===== config.mk =====
export PLATFORM = sky130hd
export DESIGN_NAME = rtcal_regs
export DESIGN_NICKNAME = d
export VERILOG_FILES = /design/src/hw/rtcal_pkg.sv /design/src/hw/rtcal_bcd_step.sv /design/src/hw/rtcal_alarm_cmp.sv /design/src/hw/rtcal_regs.sv
export SDC_FILE = /design/constraint.sdc
export NUM_CORES = 1
export LEC_CHECK = 0
export BUFFER_PORTS_ARGS = -buffer_cell sky130_fd_sc_hd__buf_2
export CAP_MARGIN = 20
export CORE_MARGIN = 4
export CORE_UTILIZATION = 45
export CTS_BUF_LIST = sky130_fd_sc_hd__clkbuf_8
export DETAILED_ROUTE_END_ITERATION = 12
export HOLD_SLACK_MARGIN = 0.08
export RECOVER_POWER = 100
export SETUP_SLACK_MARGIN = 0.02
export SYNTH_ARGS = -nofsm -noshare
export SYNTH_HDL_FRONTEND = slang
export SYNTH_SLANG_ARGS = --single-unit

===== constraint.sdc =====
create_clock -name i_mclk -period 9.2 [get_ports i_mclk]
set_input_delay 1.84 -clock i_mclk [delete_from_list [all_inputs] [get_ports i_mclk]]
set_output_delay 1.84 -clock i_mclk [all_outputs]
set_load 0.01 [all_outputs]

===== src/hw/rtcal_pkg.sv =====
package rtcal_pkg;

  // Register indices; the byte address on the bus is four times the index.
  localparam int unsigned ADDR_W        = 8;
  localparam logic [5:0]  IDX_MIN       = 6'h01;
  localparam logic [5:0]  IDX_HOUR      = 6'h02;
  localparam logic [5:0]  IDX_WEEK      = 6'h03;
  localparam logic [5:0]  IDX_DAY       = 6'h04;
  localparam logic [5:0]  IDX_MONTH     = 6'h05;
  localparam logic [5:0]  IDX_YEAR      = 6'h06;
  localparam logic [5:0]  IDX_ALARM_SIXTY_MATCH   = 6'h07;
  localparam logic [5:0]  IDX_ALARM_CLOCK_HOUR_MATCH  = 6'h08;
  localparam logic [5:0]  IDX_CTRL      = 6'h10;
  localparam logic [5:0]  IDX_IRQ_STAT  = 6'h11;
  localparam logic [5:0]  IDX_IRQ_CLR   = 6'h12;
  localparam logic [5:0]  IDX_IRQ_EN    = 6'h13;

  // Writable bit masks; bits outside a mask read as zero.
  localparam logic [7:0]  MASK_MIN      = 8'h7f;
  localparam logic [7:0]  MASK_HOUR     = 8'h3f;
  localparam logic [7:0]  MASK_WEEK     = 8'h7f;
  localparam logic [7:0]  MASK_DAY      = 8'h3f;
  localparam logic [7:0]  MASK_MONTH    = 8'h1f;
  localparam logic [7:0]  MASK_YEAR     = 8'hff;
  localparam logic [7:0]  MASK_ALM      = 8'hff;
  localparam logic [7:0]  MASK_CTRL     = 8'h01;
  localparam logic [7:0]  MASK_IRQ      = 8'h03;

  // Counter limits in BCD.
  localparam logic [7:0]  MIN_LO        = 8'h00;
  localparam logic [7:0]  MIN_HI        = 8'h59;
  localparam logic [7:0]  HOUR_LO       = 8'h00;
  localparam logic [7:0]  HOUR_HI       = 8'h23;
  localparam logic [7:0]  DAY_LO        = 8'h01;
  localparam logic [7:0]  MONTH_LO      = 8'h01;
  localparam logic [7:0]  MONTH_HI      = 8'h12;
  localparam logic [7:0]  YEAR_LO       = 8'h00;
  localparam logic [7:0]  YEAR_HI       = 8'h99;

  // Reset values.
  localparam logic [7:0]  RST_WEEK      = 8'h01;
  localparam logic [7:0]  RST_ALM       = 8'h80;
  localparam logic [7:0]  RST_CTRL      = 8'h01;

  // Field positions.
  localparam int unsigned ALM_DIS_BIT   = 7;
  localparam int unsigned CTRL_RUN_BIT  = 0;
  localparam int unsigned IRQ_ALARM_BIT = 0;
  localparam int unsigned IRQ_MIN_BIT   = 1;

  // Timing: one minute in seconds at the 25 MHz bus clock.
  localparam longint unsigned CLK_HZ        = 25000000;
  localparam longint unsigned MINUTE_S      = 60;
  localparam longint unsigned MINUTE_CYCLES = MINUTE_S * CLK_HZ;

  localparam logic [1:0]  RESP_OKAY     = 2'h0;
  localparam logic [1:0]  RESP_SLVERR   = 2'h2;

  function automatic logic [7:0] rtcal_bcd_inc(input logic [7:0] v);
    rtcal_bcd_inc = (v[3:0] >= 4'h9) ? {v[7:4] + 4'h1, 4'h0} : {v[7:4], v[3:0] + 4'h1};
  endfunction : rtcal_bcd_inc

  function automatic logic [7:0] rtcal_last_day(input logic [7:0] month, input logic [7:0] year);
    logic leap;
    leap = year[4] ? (year[3:0] == 4'h2 || year[3:0] == 4'h6)
                   : (year[3:0] == 4'h0 || year[3:0] == 4'h4 || year[3:0] == 4'h8);
    if (month == 8'h02) begin
      rtcal_last_day = leap ? 8'h29 : 8'h28;
    end else if (month == 8'h04 || month == 8'h06 || month == 8'h09 || month == 8'h11) begin
      rtcal_last_day = 8'h30;
    end else begin
      rtcal_last_day = 8'h31;
    end
  endfunction : rtcal_last_day

endpackage : rtcal_pkg


===== src/hw/rtcal_bcd_step.sv =====
module rtcal_bcd_step (
  input  wire logic [7:0] i_val,   // Current BCD value.
  input  wire logic [7:0] i_lo,    // Value after a wrap.
  input  wire logic [7:0] i_hi,    // Last legal value.
  input  wire logic       i_inc,   // Advance request.
  output logic      [7:0] o_next,  // Value after this step.
  output logic            o_wrap   // Carry into the next counter.
);
  import rtcal_pkg::*;

  // Values at or beyond the top wrap, so an illegal load recovers.
  always_comb begin
    o_wrap = i_inc && (i_val >= i_hi);
    if (!i_inc) begin
      o_next = i_val;
    end else if (o_wrap) begin
      o_next = i_lo;
    end else begin
      o_next = rtcal_bcd_inc(i_val);
    end
  end

endmodule : rtcal_bcd_step


===== src/hw/rtcal_alarm_cmp.sv =====
module rtcal_alarm_cmp (
  input  wire logic [7:0] i_minute,    // Minute counter.
  input  wire logic [7:0] i_hour,      // Hour counter.
  input  wire logic [7:0] i_alarm_sixty_match,   // Minute alarm register.
  input  wire logic [7:0] i_alarm_clock_hour_match,  // Hour alarm register.
  output logic            o_match      // At least one term enabled and all enabled terms match.
);
  import rtcal_pkg::*;

  logic min_en;
  logic hour_en;
  logic min_eq;
  logic hour_eq;

  always_comb begin
    min_en  = !i_alarm_sixty_match[ALM_DIS_BIT];
    hour_en = !i_alarm_clock_hour_match[ALM_DIS_BIT];
    min_eq  = (i_alarm_sixty_match[6:0] == i_minute[6:0]);
    hour_eq = (i_alarm_clock_hour_match[5:0] == i_hour[5:0]);
    o_match = (min_en || hour_en) && (!min_en || min_eq) && (!hour_en || hour_eq);
  end

endmodule : rtcal_alarm_cmp


===== src/hw/rtcal_regs.sv =====
module rtcal_regs #(
  parameter int unsigned CYCLES_PER_MIN = 32'(rtcal_pkg::MINUTE_CYCLES)
) (
  input  wire logic                         i_mclk,          // Bus clock, 25 MHz.
  input  wire logic                         i_rst,           // Synchronous reset, active high.
  input  wire logic                         i_ce,            // Clock enable; low freezes all state.
  input  wire logic [rtcal_pkg::ADDR_W-1:0] i_axi_awaddr,    // Write address.
  input  wire logic                         i_axi_awvalid,   // Write address valid.
  output logic                              o_axi_awready,   // Write address ready.
  input  wire logic [31:0]                  i_axi_wdata,     // Write data.
  input  wire logic [3:0]                   i_axi_wstrb,     // Write byte strobes.
  input  wire logic                         i_axi_wvalid,    // Write data valid.
  output logic                              o_axi_wready,    // Write data ready.
  output logic [1:0]                        o_axi_bresp,     // Write response.
  output logic                              o_axi_bvalid,    // Write response valid.
  input  wire logic                         i_axi_bready,    // Write response ready.
  input  wire logic [rtcal_pkg::ADDR_W-1:0] i_axi_araddr,    // Read address.
  input  wire logic                         i_axi_arvalid,   // Read address valid.
  output logic                              o_axi_arready,   // Read address ready.
  output logic [31:0]                       o_axi_rdata,     // Read data.
  output logic [1:0]                        o_axi_rresp,     // Read response.
  output logic                              o_axi_rvalid,    // Read data valid.
  input  wire logic                         i_axi_rready,    // Read data ready.
  output logic                              o_irq            // Level interrupt.
);
  import rtcal_pkg::*;

  // Bus state.
  logic       aw_full;
  logic [5:0] aw_idx;
  logic       w_full;
  logic [7:0] w_data;
  logic       w_lane;
  logic       next_aw_full;
  logic [5:0] next_aw_idx;
  logic       next_w_full;
  logic [7:0] next_w_data;
  logic       next_w_lane;
  logic       next_awready;
  logic       next_wready;
  logic       next_bvalid;
  logic [1:0] next_bresp;
  logic       next_arready;
  logic       next_rvalid;
  logic [31:0] next_rdata;
  logic [1:0] next_rresp;
  logic       wr_fire;
  logic       wr_en;
  logic [5:0] rd_idx;

  // Calendar, alarm and interrupt state.
  logic [7:0]  minute_count;
  logic [7:0]  hour_count;
  logic [7:0]  day_of_week_ring;
  logic [7:0]  day_of_month_count;
  logic [7:0]  month_count;
  logic [7:0]  year_count;
  logic [7:0]  alarm_sixty_match;
  logic [7:0]  alarm_clock_hour_match;
  logic [7:0]  ctrl;
  logic [7:0]  irq_status;
  logic [7:0]  irq_enable;
  logic [31:0] prescale;
  logic        match_q;
  logic [7:0]  next_minute_count;
  logic [7:0]  next_hour_count;
  logic [7:0]  next_day_of_week_ring;
  logic [7:0]  next_day_of_month_count;
  logic [7:0]  next_month_count;
  logic [7:0]  next_year_count;
  logic [7:0]  next_alarm_sixty_match;
  logic [7:0]  next_alarm_clock_hour_match;
  logic [7:0]  next_ctrl;
  logic [7:0]  next_irq_status;
  logic [7:0]  next_irq_enable;
  logic [31:0] next_prescale;
  logic        next_irq;

  // Step chain results.
  logic        tick;
  logic [7:0]  step_min;
  logic [7:0]  step_hour;
  logic [7:0]  step_day;
  logic [7:0]  step_month;
  logic [7:0]  step_year;
  logic        wrap_min;
  logic        wrap_hour;
  logic        wrap_day;
  logic        wrap_month;
  logic        wrap_year;
  logic        alarm_match;
  logic [7:0]  irq_events;
  logic [7:0]  irq_clear;

  function automatic logic idx_mapped(input logic [5:0] idx);
    idx_mapped = (idx >= IDX_MIN && idx <= IDX_ALARM_CLOCK_HOUR_MATCH) ||
                 (idx >= IDX_CTRL && idx <= IDX_IRQ_EN);
  endfunction : idx_mapped

  // Each counter steps only when the one below it wraps, so a tick ripples through in one cycle.
  rtcal_bcd_step u_step_min (
    .i_val  (minute_count),
    .i_lo   (MIN_LO),
    .i_hi   (MIN_HI),
    .i_inc  (tick),
    .o_next (step_min),
    .o_wrap (wrap_min)
  );

  rtcal_bcd_step u_step_hour (
    .i_val  (hour_count),
    .i_lo   (HOUR_LO),
    .i_hi   (HOUR_HI),
    .i_inc  (wrap_min),
    .o_next (step_hour),
    .o_wrap (wrap_hour)
  );

  rtcal_bcd_step u_step_day (
    .i_val  (day_of_month_count),
    .i_lo   (DAY_LO),
    .i_hi   (rtcal_last_day(month_count, year_count)),
    .i_inc  (wrap_hour),
    .o_next (step_day),
    .o_wrap (wrap_day)
  );

  rtcal_bcd_step u_step_month (
    .i_val  (month_count),
    .i_lo   (MONTH_LO),
    .i_hi   (MONTH_HI),
    .i_inc  (wrap_day),
    .o_next (step_month),
    .o_wrap (wrap_month)
  );

  rtcal_bcd_step u_step_year (
    .i_val  (year_count),
    .i_lo   (YEAR_LO),
    .i_hi   (YEAR_HI),
    .i_inc  (wrap_month),
    .o_next (step_year),
    .o_wrap (wrap_year)
  );

  rtcal_alarm_cmp u_alarm_cmp (
    .i_minute   (minute_count),
    .i_hour     (hour_count),
    .i_alarm_sixty_match  (alarm_sixty_match),
    .i_alarm_clock_hour_match (alarm_clock_hour_match),
    .o_match    (alarm_match)
  );

  // AXI4-Lite slave: address and data are taken in either order, then one response.
  always_comb begin
    next_aw_full = aw_full;
    next_aw_idx  = aw_idx;
    next_w_full  = w_full;
    next_w_data  = w_data;
    next_w_lane  = w_lane;
    next_bvalid  = o_axi_bvalid;
    next_bresp   = o_axi_bresp;
    next_rvalid  = o_axi_rvalid;
    next_rdata   = o_axi_rdata;
    next_rresp   = o_axi_rresp;
    rd_idx       = i_axi_araddr[7:2];
    // A write lands only once both halves are held and no response is waiting.
    wr_fire      = aw_full && w_full && !o_axi_bvalid;
    wr_en        = wr_fire && w_lane && idx_mapped(aw_idx);
    if (i_axi_awvalid && o_axi_awready) begin
      next_aw_full = 1'b1;
      next_aw_idx  = i_axi_awaddr[7:2];
    end
    if (i_axi_wvalid && o_axi_wready) begin
      next_w_full = 1'b1;
      next_w_data = i_axi_wdata[7:0];
      next_w_lane = i_axi_wstrb[0];
    end
    if (o_axi_bvalid && i_axi_bready) begin
      next_bvalid = 1'b0;
    end
    if (wr_fire) begin
      next_aw_full = 1'b0;
      next_w_full  = 1'b0;
      next_bvalid  = 1'b1;
      next_bresp   = idx_mapped(aw_idx) ? RESP_OKAY : RESP_SLVERR;
    end
    if (o_axi_rvalid && i_axi_rready) begin
      next_rvalid = 1'b0;
    end
    // Read data is captured at the address handshake and held until the host takes it.
    if (i_axi_arvalid && o_axi_arready) begin
      next_rvalid = 1'b1;
      next_rresp  = idx_mapped(rd_idx) ? RESP_OKAY : RESP_SLVERR;
      next_rdata  = 32'h0;
      unique case (rd_idx)
        IDX_MIN:      next_rdata[7:0] = minute_count;
        IDX_HOUR:     next_rdata[7:0] = hour_count;
        IDX_WEEK:     next_rdata[7:0] = day_of_week_ring;
        IDX_DAY:      next_rdata[7:0] = day_of_month_count;
        IDX_MONTH:    next_rdata[7:0] = month_count;
        IDX_YEAR:     next_rdata[7:0] = year_count;
        IDX_ALARM_SIXTY_MATCH:  next_rdata[7:0] = alarm_sixty_match;
        IDX_ALARM_CLOCK_HOUR_MATCH: next_rdata[7:0] = alarm_clock_hour_match;
        IDX_CTRL:     next_rdata[7:0] = ctrl;
        IDX_IRQ_STAT: next_rdata[7:0] = irq_status;
        IDX_IRQ_EN:   next_rdata[7:0] = irq_enable;
        default:      next_rdata[7:0] = 8'h00;
      endcase
    end
    next_awready = !next_aw_full && !next_bvalid;
    next_wready  = !next_w_full && !next_bvalid;
    next_arready = !next_rvalid;
  end

  always_ff @(posedge i_mclk) begin
    if (i_rst) begin
      aw_full       <= 1'b0;
      aw_idx        <= 6'h00;
      w_full        <= 1'b0;
      w_data        <= 8'h00;
      w_lane        <= 1'b0;
      o_axi_awready <= 1'b1;
      o_axi_wready  <= 1'b1;
      o_axi_bvalid  <= 1'b0;
      o_axi_bresp   <= RESP_OKAY;
      o_axi_arready <= 1'b1;
      o_axi_rvalid  <= 1'b0;
      o_axi_rdata   <= 32'h0;
      o_axi_rresp   <= RESP_OKAY;
    end else if (i_ce) begin
      aw_full       <= next_aw_full;
      aw_idx        <= next_aw_idx;
      w_full        <= next_w_full;
      w_data        <= next_w_data;
      w_lane        <= next_w_lane;
      o_axi_awready <= next_awready;
      o_axi_wready  <= next_wready;
      o_axi_bvalid  <= next_bvalid;
      o_axi_bresp   <= next_bresp;
      o_axi_arready <= next_arready;
      o_axi_rvalid  <= next_rvalid;
      o_axi_rdata   <= next_rdata;
      o_axi_rresp   <= next_rresp;
    end
  end

  // Calendar, alarm registers and interrupts; a host write wins over a tick for that register.
  always_comb begin
    tick          = ctrl[CTRL_RUN_BIT] && (prescale >= CYCLES_PER_MIN - 32'd1);
    next_prescale = !ctrl[CTRL_RUN_BIT] ? prescale : (tick ? 32'h0 : prescale + 32'd1);
    next_minute_count       = step_min;
    next_hour_count         = step_hour;
    next_day_of_month_count = step_day;
    next_month_count        = step_month;
    next_year_count         = step_year;
    next_day_of_week_ring   = wrap_hour ? {1'b0, day_of_week_ring[5:0], day_of_week_ring[6]}
                                        : day_of_week_ring;
    next_alarm_sixty_match      = alarm_sixty_match;
    next_alarm_clock_hour_match = alarm_clock_hour_match;
    next_ctrl       = ctrl;
    next_irq_enable = irq_enable;
    irq_clear       = 8'h00;
    if (wr_en) begin
      unique case (aw_idx)
        IDX_MIN:      next_minute_count       = w_data & MASK_MIN;
        IDX_HOUR:     next_hour_count         = w_data & MASK_HOUR;
        IDX_WEEK:     next_day_of_week_ring   = w_data & MASK_WEEK;
        IDX_DAY:      next_day_of_month_count = w_data & MASK_DAY;
        IDX_MONTH:    next_month_count        = w_data & MASK_MONTH;
        IDX_YEAR:     next_year_count         = w_data & MASK_YEAR;
        IDX_ALARM_SIXTY_MATCH:  next_alarm_sixty_match      = w_data & MASK_ALM;
        IDX_ALARM_CLOCK_HOUR_MATCH: next_alarm_clock_hour_match = w_data & MASK_ALM;
        IDX_CTRL:     next_ctrl               = w_data & MASK_CTRL;
        IDX_IRQ_CLR:  irq_clear               = w_data & MASK_IRQ;
        IDX_IRQ_EN:   next_irq_enable         = w_data & MASK_IRQ;
        default:      irq_clear               = 8'h00;
      endcase
    end
    // The alarm event is the rising edge of the match, so a standing match raises it once.
    irq_events                = 8'h00;
    irq_events[IRQ_ALARM_BIT] = alarm_match && !match_q;
    irq_events[IRQ_MIN_BIT]   = tick;
    // A new event in the cycle of its clear keeps the bit set.
    next_irq_status = (irq_status & ~irq_clear) | irq_events;
    next_irq        = |(next_irq_status & next_irq_enable);
  end

  always_ff @(posedge i_mclk) begin
    if (i_rst) begin
      minute_count           <= MIN_LO;
      hour_count             <= HOUR_LO;
      day_of_week_ring       <= RST_WEEK;
      day_of_month_count     <= DAY_LO;
      month_count            <= MONTH_LO;
      year_count             <= YEAR_LO;
      alarm_sixty_match      <= RST_ALM;
      alarm_clock_hour_match <= RST_ALM;
      ctrl                   <= RST_CTRL;
      irq_status             <= 8'h00;
      irq_enable             <= 8'h00;
      prescale               <= 32'h0;
      match_q                <= 1'b0;
      o_irq                  <= 1'b0;
    end else if (i_ce) begin
      minute_count           <= next_minute_count;
      hour_count             <= next_hour_count;
      day_of_week_ring       <= next_day_of_week_ring;
      day_of_month_count     <= next_day_of_month_count;
      month_count            <= next_month_count;
      year_count             <= next_year_count;
      alarm_sixty_match      <= next_alarm_sixty_match;
      alarm_clock_hour_match <= next_alarm_clock_hour_match;
      ctrl                   <= next_ctrl;
      irq_status             <= next_irq_status;
      irq_enable             <= next_irq_enable;
      prescale               <= next_prescale;
      match_q                <= alarm_match;
      o_irq                  <= next_irq;
    end
  end

endmodule : rtcal_regs


==> flow_summary.json <==
{
  "min_to": "o_axi_rdata[2]",
  "crit_required_ns": 9.55,
  "clock_latency_ns": 0.46,
  "powerDensity_mw_per_mm2": 143,
  "leakagePower_nw": 3.25,
  "largest-register": "prescale",
  "status": "complete, but fails checks",
  "worst_clock_skew_ns": 0.0130,
  "cp_max_fo": 50,
  "initial_core_util_pct": 45.9,
  "cts_setup_buffers": 0,
  "final_cells": 1291,
  "wl_met2_mm": 10.5,
  "setup_violations": 0,
  "routed_wl_mm": 23.5,
  "r2r_slack_ns": 4.97,
  "max-cap-violations": 2,
  "arrival_ns": 6.91,
  "top_layer": "met4",
  "hold_violations": 0,
  "rr_worst_depth": 14,
  "root_buffer": "clkbuf_8",
  "cts_tree": "yes",
  "crit_path_cell_trace": "buf_2 > clkbuf_1 > clkinv_1 > clkbuf_1 > nor3_1 > nand2_1 > o221a_2",
  "drive_gt1_share_pct": 8.95,
  "final_net_count": 1141,
  "place.gp.congestion": 0.892,
  "wl_met3_mm": 1.43,
  "synth-seq-cells": 135,
  "io_pins": 102,
  "largest_register_ffs": 32,
  "ir_drop_mv": 0.102,
  "crit_top_cell": "clkbuf_1",
  "synth_warnings": 0,
  "critPathSlowestCell": "clkbuf_1",
  "rows": 49,
  "vias": 7575,
  "antenna_found_initial": 0,
  "coreArea_mm2": 0.0180,
  "route.detailed.drc": 0,
  "dieWidth_um": 144,
  "grt_pass1_wl_mm": 37.1,
  "n_antenna_cell": 0,
  "min_period_over_period_pct": 71.3,
  "critical_path_buf_inv_count": 4,
  "gr-usage-all-layers_pct": 22.9,
  "violations": "capacitance limit, slew limit",
  "rsz0062_at_grt": "false",
  "hp-class": "flip-flop to flip-flop",
  "grt_max_degree": 51,
  "synthFlopType": "dfxtp_1",
  "dieArea_mm2": 0.0206,
  "synth_enable_flop_cells": 0,
  "drt-initial-drc-count": 508,
  "clockBufferDepth": 2,
  "slew_viol_final": 60,
  "clk_pin_slew_ns": 0.07,
  "hold_buffers": 0,
  "reg2reg_from": "year_count[1]",
  "critPathMaxStageDelay_ns": 1.59,
  "critical_path_class": "primary input to flip-flop",
  "finalPower_mw": 1.26,
  "vias_per_cell": 5.87,
  "max_freq_ghz": 0.152,
  "routedWlPerCell_um": 18.2,
  "syn_inst": 1040,
  "netlist_area_mm2": 0.00827,
  "end_kind": "flip-flop",
  "grt_overflow": 0,
  "relSlewSlack_pct": -90.0,
  "htree_levels": 4,
  "hold_path_depth": 2,
  "syn_to_final_growth_pct": 7.14,
  "worstReg2RegEnd": "year_count[2]",
  "period_needed_ns": 6.56,
  "synth-async-reset-ratio_pct": 0,
  "worst_hold_slack_ns": 0.451,
  "cp-start-kind": "primary input",
  "ctsResizeCount": 0,
  "grt_pass1_vias": 6659,
  "fin_tns_setup_ns": 0,
  "io_buffers": 44,
  "yosysSeqAreaShare_pct": 32.7,
  "cts-buffers-inserted": 17,
  "cp_top_family": "buffers and inverters",
  "drtAntennaViolNets": 0,
  "hold_start": "o_axi_rdata[2]",
  "numClockSinks": 135,
  "syn_avg_cell_area_um2": 7.96,
  "place_inst": 1258,
  "ys_types": 83,
  "firstDrtPassIters": 5,
  "drt-met1-wl_mm": 11.2,
  "die_y_um": 144,
  "worst_pin_slew_ns": 2.82,
  "dp.final_hpwl_mm": 16.3
}
-- cell usage in the layout (no fill, tap or decap), types with 24 or more instances in the layout --
cell type,netlist,layout
a21oi_1,60,61
buf_2,4,28
conb_1,1,26
dfxtp_1,135,135
ha_1,32,32
inv_1,41,41
mux2i_1,38,38
nand2_1,109,109
nand3_1,42,42
nor2_1,136,136
nor3_1,27,30
o21ai_0,40,40
xor2_1,24,24
-- kinds of logic (layout without fill, tap and decap cells) --
| logic type | Yosys count | count (layout) | synth area share (%) |
|---|---|---|---|
| AO/OA/AOI/OAI | 241 | 241 | 20.8 |
| XOR/XNOR | 44 | 44 | 4.66 |
| adder cells (fa/ha/maj) | 32 | 32 | 4.84 |
| buffers and inverters | 130 | 127 | 7.27 |
| flip-flops | 135 | 135 | 32.7 |
| multiplexers | 42 | 42 | 5.41 |
| other | 1 | 26 | 0.0453 |
| AND/OR/NAND/NOR | 415 | 415 | 24.3 |
-- how the worst max path moves through the flow --
stage / from / to / slack [ns] / cells after the start
floorplan: i_ce / prescale[30] / 5.73 / 9
global placement: i_ce / day_of_week_ring[3] / 4.32 / 7
detailed placement: i_ce / day_of_week_ring[4] / 4.38 / 7
CTS: i_ce / day_of_week_ring[3] / 4.85 / 7
global route: i_ce / day_of_week_ring[2] / 2.39 / 7
finish: i_ce / day_of_week_ring[2] / 2.64 / 7
-- layer usage --
| metal | global-route usage, % | vias to the layer above |
|---|---|---|
| met1 | 33.1 | 3563 |
| met2 | 34.3 | 256 |
| met4 | 7.38 | 0 |
| met3 | 4.39 | 32 |
| li1 | - | 3724 |
| met5 | 0 | - |
-- power by group --
part | total (mW) | internal (mW) | switching, mW
Combinational | 0.0886 | 0.0292 | 0.0593
Clock | 0.561 | 0.316 | 0.245
Sequential | 0.614 | 0.594 | 0.0201
-- cell type report --
cell class / count / area (µm²)
clock inverters: 12 / 174
clock buffers: 20 / 275
repair buffers: 52 / 245
fillers: 1852 / 9160
multi-input cells: 800 / 5020
well taps: 229 / 287
inverters: 43 / 161
flip-flops and latches: 135 / 2700
-- Yosys cell counts (5+ instances only) --
cell | count | area, µm²
nor4_2 | 5 | 62.6
nand3_1 | 42 | 210
dfxtp_1 | 135 | 2700
buf_1 | 5 | 18.8
or3_1 | 6 | 37.5
xor2_1 | 24 | 210
nand2_1 | 109 | 409
a31oi_1 | 13 | 81.3
clkbuf_1 | 49 | 184
inv_1 | 41 | 154
nor3_1 | 27 | 135
a31o_2 | 5 | 43.8
a22oi_1 | 10 | 75.1
o221a_2 | 8 | 90.1
mux2i_1 | 38 | 380
a211o_1 | 5 | 43.8
buf_4 | 29 | 218
o31a_1 | 5 | 43.8
xnor2_1 | 20 | 175
o22ai_1 | 6 | 37.5
a221oi_1 | 5 | 43.8
a21oi_1 | 60 | 300
nor2_1 | 136 | 510
nor4b_1 | 5 | 43.8
a211oi_1 | 18 | 135
nor4_1 | 15 | 93.8
o21ai_0 | 40 | 200
ha_1 | 32 | 400
o32ai_1 | 7 | 61.3
and3_1 | 16 | 100
nand4_1 | 15 | 93.8
-- tightest hold or removal path, delay by kind of cell (launching register included) --
family | cells | cell delay, ns
AOI/OAI and AO/OA | 1 | 0.05
and+or+nand+nor | 1 | 0.05
DFF | 1 | 0.31
-- stage by stage --
stage / util, % / area, µm² / setup WS (ns)
after detailed placement: 47.1 / 8500 / 4.38
after floorplan: - / 8370 / 5.73
after CTS: 49.6 / 8940 / 4.85
after global placement: 47.1 / 8490 / 4.32
after global routing: 49.2 / 8860 / 2.39
final: 49.2 / 8860 / 2.64
Note: power is estimated with default switching activity, not from simulation.
